File: config.mk
export PLATFORM = sky130hd
export DESIGN_NAME = dag_top
export DESIGN_NICKNAME = d
export VERILOG_FILES = /design/src/design/dag_pkg.sv /design/src/design/dag_top.sv
export VERILOG_INCLUDE_DIRS = /design/src /design/src/design
export SDC_FILE = /design/constraint.sdc
export NUM_CORES = 2
export LEC_CHECK = 0
export ABC_AREA = 0
export BUFFER_PORTS_ARGS = -buffer_cell sky130_fd_sc_hd__buf_2
export CAP_MARGIN = 15
export CELL_PAD_IN_SITES_DETAIL_PLACEMENT = 0
export CELL_PAD_IN_SITES_GLOBAL_PLACEMENT = 2
export CORE_ASPECT_RATIO = 0.6
export CORE_UTILIZATION = 30
export DETAILED_ROUTE_END_ITERATION = 12
export GPL_TIMING_DRIVEN = 0
export PLACE_DENSITY_LB_ADDON = 0.25
export SYNTH_ARGS = -nofsm -noshare
export SYNTH_HDL_FRONTEND = slang
export SYNTH_SLANG_ARGS = --single-unit
File: constraint.sdc
create_clock -name core_clk_i -period 44.6 [get_ports core_clk_i]
set_input_delay 8.92 -clock core_clk_i [delete_from_list [all_inputs] [get_ports core_clk_i]]
set_output_delay 8.92 -clock core_clk_i [all_outputs]
set_load 0.1 [all_outputs]
File: src/design/dag_defines.svh
// Constants of the dual address generator block.
// Assumes inclusion by bare name from the package and the top module.
`ifndef DAG_DEFINES_SVH
`define DAG_DEFINES_SVH

// ****************************************************************
// Register map, one aligned word each
// ****************************************************************
// Pointer n of generator g at PTR_BASE + 0x40*g + 4*n
`define DAG_PTR_BASE 12'h000
`define DAG_MOD_BASE 12'h010
`define DAG_LEN_BASE 12'h020
`define DAG_GEN_STRIDE 12'h040
`define DAG_CTRL_ADDR 12'h080
`define DAG_PX_ADDR 12'h084
`define DAG_CTRL_BREV_BIT 0
`define DAG_RESP_OKAY 2'h0
`define DAG_RESP_SLVERR 2'h2
`define DAG_ADDR_W 14
`define DAG_PM_W 24
`define DAG_DM_W 16
`define DAG_PX_W 8

`endif

File: src/design/dag_pkg.sv
// Types shared by the address generator block.
// Assumes dag_defines.svh on the include path.
`include "dag_defines.svh"
package dag_pkg;
  // One indirect access request per generator
  typedef struct packed {
    logic valid;
    logic [1:0] ptr_sel;
    logic [1:0] mod_sel;
  } dag_req_s;
  // Program memory data transfer through the extension register
  typedef struct packed {
    logic wr;
    logic rd;
    logic [`DAG_DM_W-1:0] wdata;
    logic [`DAG_PM_W-1:0] rdata;
  } dag_pmx_s;
endpackage : dag_pkg

File: src/design/dag_top.sv
// Two data address generators with pointer, modify and length banks,
// circular wrap, bit-reversed first generator data address and the program memory extension byte.
// Assumes the sequencer issues requests on core_clk_i; registers over AXI4-Lite.
`timescale 1ns/1ns
`default_nettype none
`include "dag_defines.svh"
module dag_top #(
  parameter int AW = `DAG_ADDR_W
) (
  // Clock and reset
  input wire logic core_clk_i,
  input wire logic rst_n_i,
  // Sequencer requests
  input wire dag_pkg::dag_req_s data_req_i,
  input wire dag_pkg::dag_req_s dual_req_i,
  input wire logic dual_to_pm_i,
  // Addresses
  output logic [AW-1:0] data_memory_address_o,
  output logic data_memory_address_valid_o,
  output logic [AW-1:0] program_memory_address_bus_o,
  output logic program_memory_address_valid_o,
  // Extension path
  input wire dag_pkg::dag_pmx_s pmx_i,
  output logic [`DAG_PM_W-1:0] program_memory_data_bus_o,
  output logic [`DAG_DM_W-1:0] data_memory_data_bus_o,
  // AXI4-Lite slave
  input wire logic [11:0] s_axi_awaddr,
  input wire logic s_axi_awvalid,
  output logic s_axi_awready,
  input wire logic [31:0] s_axi_wdata,
  input wire logic [3:0] s_axi_wstrb,
  input wire logic s_axi_wvalid,
  output logic s_axi_wready,
  output logic [1:0] s_axi_bresp,
  output logic s_axi_bvalid,
  input wire logic s_axi_bready,
  input wire logic [11:0] s_axi_araddr,
  input wire logic s_axi_arvalid,
  output logic s_axi_arready,
  output logic [31:0] s_axi_rdata,
  output logic [1:0] s_axi_rresp,
  output logic s_axi_rvalid,
  input wire logic s_axi_rready
);

  // Pointers travel as 16-bit data words, so wider ones cannot be loaded
  if (AW < 2 || AW > 16) begin : g_aw_check
    $error("dag_top: AW out of range");
  end

  // ****************************************************************
  // Register banks, index [generator*4 + n]
  // ****************************************************************
  logic [AW-1:0] ptr_q [8];
  logic [AW-1:0] mod_q [8];
  logic [AW-1:0] len_q [8];
  logic brev_q;
  logic [`DAG_PX_W-1:0] px_q;

  // ****************************************************************
  // AXI4-Lite write path
  // ****************************************************************
  logic [11:0] awaddr_q;
  logic aw_held_q;
  logic [31:0] wdata_q;
  logic w_held_q;
  logic wr_fire;
  logic wr_hit;
  logic [2:0] wr_idx;
  logic [1:0] wr_bank;

  assign s_axi_awready = !aw_held_q && !s_axi_bvalid;
  assign s_axi_wready = !w_held_q && !s_axi_bvalid;
  assign wr_fire = aw_held_q && w_held_q;
  // Strobes ignored: every field is narrower than a word
  assign wr_idx = {awaddr_q[6], awaddr_q[3:2]};
  assign wr_bank = awaddr_q[5:4];

  always_ff @(posedge core_clk_i) begin
    if (!rst_n_i) begin
      aw_held_q <= 1'b0;
      w_held_q <= 1'b0;
      awaddr_q <= 12'h000;
      wdata_q <= 32'h0000_0000;
    end else if (wr_fire) begin
      aw_held_q <= 1'b0;
      w_held_q <= 1'b0;
    end else begin
      if (s_axi_awvalid && s_axi_awready) begin
        aw_held_q <= 1'b1;
        awaddr_q <= s_axi_awaddr;
      end
      if (s_axi_wvalid && s_axi_wready) begin
        w_held_q <= 1'b1;
        wdata_q <= s_axi_wdata;
      end
    end
  end

  // Holes in each bank answer with an error
  always_comb begin
    wr_hit = 1'b0;
    if (awaddr_q[11:7] == 5'h00 && awaddr_q[5:4] != 2'h3) begin
      wr_hit = 1'b1;
    end
    if (awaddr_q == `DAG_CTRL_ADDR || awaddr_q == `DAG_PX_ADDR) begin
      wr_hit = 1'b1;
    end
  end

  always_ff @(posedge core_clk_i) begin
    if (!rst_n_i) begin
      s_axi_bvalid <= 1'b0;
      s_axi_bresp <= `DAG_RESP_OKAY;
    end else if (wr_fire) begin
      s_axi_bvalid <= 1'b1;
      s_axi_bresp <= wr_hit ? `DAG_RESP_OKAY : `DAG_RESP_SLVERR;
    end else if (s_axi_bready) begin
      s_axi_bvalid <= 1'b0;
    end
  end

  // ****************************************************************
  // Address generation
  // ****************************************************************
  function automatic logic [AW-1:0] bit_rev(input logic [AW-1:0] a);
    logic [AW-1:0] r;
    r = '0;
    for (int i = 0; i < AW; i++) begin
      r[i] = a[AW-1-i];
    end
    return r;
  endfunction : bit_rev

  // Base is the pointer rounded down to a multiple of the length
  function automatic logic [AW-1:0] next_ptr(input logic [AW-1:0] p, input logic [AW-1:0] m,
                                             input logic [AW-1:0] l);
    logic [AW:0] off;
    logic [AW-1:0] base;
    logic [AW:0] sum;
    off = '0;
    base = '0;
    sum = '0;
    if (l == '0) begin
      return AW'(p + m);
    end
    off = {1'b0, p % l};
    base = AW'(p - off[AW-1:0]);
    if (m[AW-1]) begin
      sum = off - {1'b0, AW'(-m)};
      if (sum[AW]) begin
        sum = sum + {1'b0, l};
      end
    end else begin
      sum = off + {1'b0, m};
      if (sum >= {1'b0, l}) begin
        sum = sum - {1'b0, l};
      end
    end
    return AW'(base + sum[AW-1:0]);
  endfunction : next_ptr

  logic [2:0] d_idx;
  logic [2:0] d_midx;
  logic [2:0] s_idx;
  logic [2:0] s_midx;
  assign d_idx = {1'b0, data_req_i.ptr_sel};
  assign d_midx = {1'b0, data_req_i.mod_sel};
  assign s_idx = {1'b1, dual_req_i.ptr_sel};
  assign s_midx = {1'b1, dual_req_i.mod_sel};

  for (genvar g = 0; g < 8; g++) begin : g_bank
    logic use_ptr;
    logic [2:0] midx;
    assign use_ptr = (g < 4) ? (data_req_i.valid && d_idx == 3'(g)) : (dual_req_i.valid && s_idx == 3'(g));
    assign midx = (g < 4) ? d_midx : s_midx;
    always_ff @(posedge core_clk_i) begin
      if (!rst_n_i) begin
        ptr_q[g] <= '0;
        mod_q[g] <= '0;
        len_q[g] <= '0;
      end else begin
        // Sequencer access wins over a same-cycle pointer write; modify and length writes still land
        // post modify pointer
        if (use_ptr) begin
          ptr_q[g] <= next_ptr(ptr_q[g], mod_q[midx], len_q[g]);
        end else if (wr_fire && wr_hit && wr_idx == 3'(g) && wr_bank == 2'h0) begin
          ptr_q[g] <= wdata_q[AW-1:0];
        end
        if (wr_fire && wr_hit && wr_idx == 3'(g) && wr_bank == 2'h1) begin
          mod_q[g] <= wdata_q[AW-1:0];
        end
        if (wr_fire && wr_hit && wr_idx == 3'(g) && wr_bank == 2'h2) begin
          len_q[g] <= wdata_q[AW-1:0];
        end
      end
    end
  end

  // both addresses in one cycle
  // First generator owns the data bus; a clashing dual address is dropped
  always_ff @(posedge core_clk_i) begin
    if (!rst_n_i) begin
      data_memory_address_o <= '0;
      data_memory_address_valid_o <= 1'b0;
    end else begin
      data_memory_address_valid_o <= 1'b0;
      // first generator data memory, optional reversal
      if (data_req_i.valid) begin
        data_memory_address_o <= brev_q ? bit_rev(ptr_q[d_idx]) : ptr_q[d_idx];
        data_memory_address_valid_o <= 1'b1;
      end else if (dual_req_i.valid && !dual_to_pm_i) begin
        data_memory_address_o <= ptr_q[s_idx];
        data_memory_address_valid_o <= 1'b1;
      end
    end
  end

  // second generator either space, never reversed
  always_ff @(posedge core_clk_i) begin
    if (!rst_n_i) begin
      program_memory_address_bus_o <= '0;
      program_memory_address_valid_o <= 1'b0;
    end else begin
      program_memory_address_valid_o <= 1'b0;
      if (dual_req_i.valid && dual_to_pm_i) begin
        program_memory_address_bus_o <= ptr_q[s_idx];
        program_memory_address_valid_o <= 1'b1;
      end
    end
  end

  // ****************************************************************
  // Program memory extension byte
  // ****************************************************************
  always_ff @(posedge core_clk_i) begin
    if (!rst_n_i) begin
      px_q <= '0;
      program_memory_data_bus_o <= '0;
      data_memory_data_bus_o <= '0;
    end else begin
      if (pmx_i.rd) begin
        px_q <= pmx_i.rdata[`DAG_PX_W-1:0];
        data_memory_data_bus_o <= pmx_i.rdata[`DAG_PM_W-1:`DAG_PX_W];
      end else if (wr_fire && awaddr_q == `DAG_PX_ADDR) begin
        px_q <= wdata_q[`DAG_PX_W-1:0];
      end
      if (pmx_i.wr) begin
        program_memory_data_bus_o <= {pmx_i.wdata, px_q};
      end
    end
  end

  // ****************************************************************
  // Control register
  // ****************************************************************
  // reversal enable set by software only
  always_ff @(posedge core_clk_i) begin
    if (!rst_n_i) begin
      brev_q <= 1'b0;
    end else if (wr_fire && awaddr_q == `DAG_CTRL_ADDR) begin
      brev_q <= wdata_q[`DAG_CTRL_BREV_BIT];
    end
  end

  // ****************************************************************
  // AXI4-Lite read path
  // ****************************************************************
  logic [2:0] rd_idx;
  assign rd_idx = {s_axi_araddr[6], s_axi_araddr[3:2]};
  assign s_axi_arready = !s_axi_rvalid;

  always_ff @(posedge core_clk_i) begin
    if (!rst_n_i) begin
      s_axi_rvalid <= 1'b0;
      s_axi_rdata <= 32'h0000_0000;
      s_axi_rresp <= `DAG_RESP_OKAY;
    end else if (s_axi_arvalid && s_axi_arready) begin
      s_axi_rvalid <= 1'b1;
      s_axi_rresp <= `DAG_RESP_OKAY;
      s_axi_rdata <= 32'h0000_0000;
      if (s_axi_araddr == `DAG_CTRL_ADDR) begin
        s_axi_rdata <= {31'h0000_0000, brev_q};
      end else if (s_axi_araddr == `DAG_PX_ADDR) begin
        s_axi_rdata <= {24'h00_0000, px_q};
      end else if (s_axi_araddr[11:7] == 5'h00 && s_axi_araddr[5:4] == 2'h0) begin
        s_axi_rdata <= 32'(ptr_q[rd_idx]);
      end else if (s_axi_araddr[11:7] == 5'h00 && s_axi_araddr[5:4] == 2'h1) begin
        s_axi_rdata <= 32'(mod_q[rd_idx]);
      end else if (s_axi_araddr[11:7] == 5'h00 && s_axi_araddr[5:4] == 2'h2) begin
        s_axi_rdata <= 32'(len_q[rd_idx]);
      end else begin
        s_axi_rresp <= `DAG_RESP_SLVERR;
      end
    end else if (s_axi_rready) begin
      s_axi_rvalid <= 1'b0;
    end
  end

endmodule : dag_top
`default_nettype wire

==> impl_results.md <==
* Endpoint type of the worst setup path: register
* CP Launch Type: register
* CTS tree: yes
* Hold_sp: awaddr_q[11]
* CP dominant cell by count: ha_1
* Fmax at about 24 MHz
* Synth Cell Area at roughly 0.10 mm²
* Max stage delay on crit path at 1140 ps
* Status: finished, final reports clean
* Placeable Area at between 0.3 and 0.4 mm²
* Vias in the first global route at 91800
* Die area at 0.334 mm²
* CTS Buffer Depth at 3
* Max cap viols at 0
* TritonRoute pass-1 iters at 8
* Register area at 0.0126 mm²
* Most common cell in the synthesized netlist: ha_1
* Initial Util at 30.2%
* CP max FO at 10
* Worst min-delay path class: reg -> reg
* Synth async-reset ratio at 0%
* Launch point of the critical path: len_q[1][3]
* # port buffers at 178
* Syn Inst Count at 12600
* Area Growth Syn to Fin at 9.68%
* Routability cong. at 0.974
* Reg clk slew, reported paths at about 70 ps
* Global-route wire length before repair at between 600 and 700 mm
* Root Buffer: clkbuf_16
* Post-synth top flop: edfxtp_1
* Area of the multi-input gates at 0.0825 mm²
* WP data arrival at 42530 ps
* Share of layout cells above drive strength 1 at 8.43%
* Top post-synthesis cells by count: ha_1 (1508), nor2_1 (1016), a21oi_1 (1003)
* Worst Path Required at 45230 ps
* Register bit count reported by yosys at 461
* Post-synth top area cell: ha_1
* Hold Vio Cnt, Final at 0
* Minimum clock period at 41890 ps
* Final worst-path cycle share at 93.9%
* Setup TNS at 0 ps
* Clock sink count at between 400 and 500
* Final setup vio count at 0
* Routed wire length at approximately 470 mm
* Worst skew pair latency at 780 ps
* CTS Buf Count at 55
* Sequential area share after synthesis at between 10 and 15%
* Critical path type: reg -> reg
* Yosys top cell area share at 18.9%
* All-Layer GR Usage at 27.0%
* Initial antenna violation count at 65
* Hold Buf Count CTS at 0
* Nets at 14700
* Antenna Violating Nets Remaining at 0
* Grt ovf at 0
* Die width at 746 µm
* Starting DRT DRC Count at around 12000
* Reg2Reg Launch Point: len_q[1][3]
* Slew Limit Fails at 0
* Routed wire length per instance at 27.2 µm
* Post-synth EDFFs at 336
* Netlist cell types at 99
* Slew HR at 7.02%
* DRC at 0
* Vias per inst at 5.83
* RSZ-0062 raised after global routing: false
* Syn. warnings at 0
* Largest cells by area after synthesis: ha_1 (19%), edfxtp_1 (10%), xnor2_1 (5.8%), a21oi_1 (5.0%), o21ai_0 (4.1%)
* Syn Area/Cell at 7.88 µm²
* Slew @ Worst Pin at 1380 ps
* Via count at 101000
* Largest net degree at the start of global routing at 20
* Row Count at around 160
* Placed wire-length estimate at 395 mm
* Die Ht at 448 µm
* H-tree levels at 2
* Num ports at approximately 230
* Clock skew at 75.2 ps
* FILL cells at 34600
* Slowest CP cell: nor4_1
==> worst paths after layout <==
check            endpoint  slack, ps  cells past startpoint
max          ptr_q[1][13]       2710                    139
min          awaddr_q[11]        470                      2
max reg2reg  ptr_q[1][13]       2710                    139
min reg2reg  awaddr_q[11]        470                      2
==> cell families after synthesis <==
family / synth area share [%]
simple gates: 19.8
xor+xnor: 8.61
flops: 12.6
fa+ha+maj: 22.0
mux: 9.31
compound gates: 22.8
other cells: 0.00377
buf+inv: 4.82
==> critical path, delay by kind of cell (launching register included) <==
kind,cells,cell delay (ps)
compound gates,73,20620
simple gates,27,7370
fa+ha+maj,18,5980
buf+inv,15,5260
xor+xnor,4,1060
mux,2,730
flops,1,650
==> per-stage QoR <==
step / cells / utilization (%) / worst slack (ps) / hold slack, ps / area, µm²
floorplan: 12600 / - / 13030 / 438 / 99600
global placement: 17200 / 32.2 / 2470 / 457 / 106000
detailed placement: 17300 / 32.5 / 2760 / 460 / 107000
CTS: 17400 / 33.1 / 2510 / 469 / 109000
global route: 17400 / 33.1 / 63.4 / 487 / 109000
finish: 17400 / 33.1 / 2710 / 466 / 109000
==> routing by layer <==
layer  wire, µm  track usage, %  part of all wire (%)
met5         98               0                 0.021
met2     169000            34.8                    36
met4      13900            7.05                   2.9
met1     240000            43.0                    51
met3      49900            6.72                    11
==> sequential cells by signal, indices dropped and copies added (netlist names), 8 cells and up <==
| signal | flops |
|---|---|
| wdata_q | 14 |
| ptr_q | 112 |
| program_memory_address_bus_o | 14 |
| awaddr_q | 12 |
| program_memory_data_bus_o | 24 |
| data_memory_address_o | 14 |
| mod_q | 112 |
| px_q | 8 |
| data_memory_data_bus_o | 16 |
| s_axi_rdata | 14 |
| len_q | 112 |
==> timing repair <==
item,in CTS,in global routing
hold endpoints to repair,0,0
buffers inserted,0,0
gates resized for setup,0,7
endpoints found under the setup margin,0,9
==> placed cells by master (no fill, tap or decap), types with 91 or more instances in the layout <==
| cell | n |
|---|---|
| a211oi_1 | 106 |
| a21boi_0 | 129 |
| a21o_1 | 262 |
| a21oi_1 | 1002 |
| a31oi_1 | 126 |
| and2_1 | 312 |
| and3_1 | 98 |
| buf_2 | 182 |
| clkbuf_1 | 370 |
| dfxtp_1 | 125 |
| edfxtp_1 | 336 |
| fa_1 | 152 |
| ha_1 | 1508 |
| inv_1 | 827 |
| mux2_2 | 351 |
| mux2i_1 | 217 |
| mux4_2 | 138 |
| nand2_1 | 920 |
| nand2b_1 | 124 |
| nand3_1 | 213 |
| nand4_1 | 91 |
| nor2_1 | 1015 |
| nor2b_1 | 267 |
| nor3_1 | 434 |
| o211ai_1 | 145 |
| o21a_1 | 286 |
| o21ai_0 | 798 |
| or2_2 | 117 |
| or3_1 | 169 |
| xnor2_1 | 646 |
| xor2_1 | 314 |
==> final cells by class <==
type	count	share of cell area, %
Clock inverter	32	0.325
Inverter	831	2.86
Multi-Input combinational cell	10900	75.5
Tap cell	4372	5.01
Timing Repair Buffer	256	1.73
Clock buffer	72	1.41
Buffer	423	1.54
Sequential cell	461	11.5
Antenna cell	25	0.0573
Power is not shown: default switching activity piles up to over one toggle a cycle in this logic, so the estimate is an artifact.
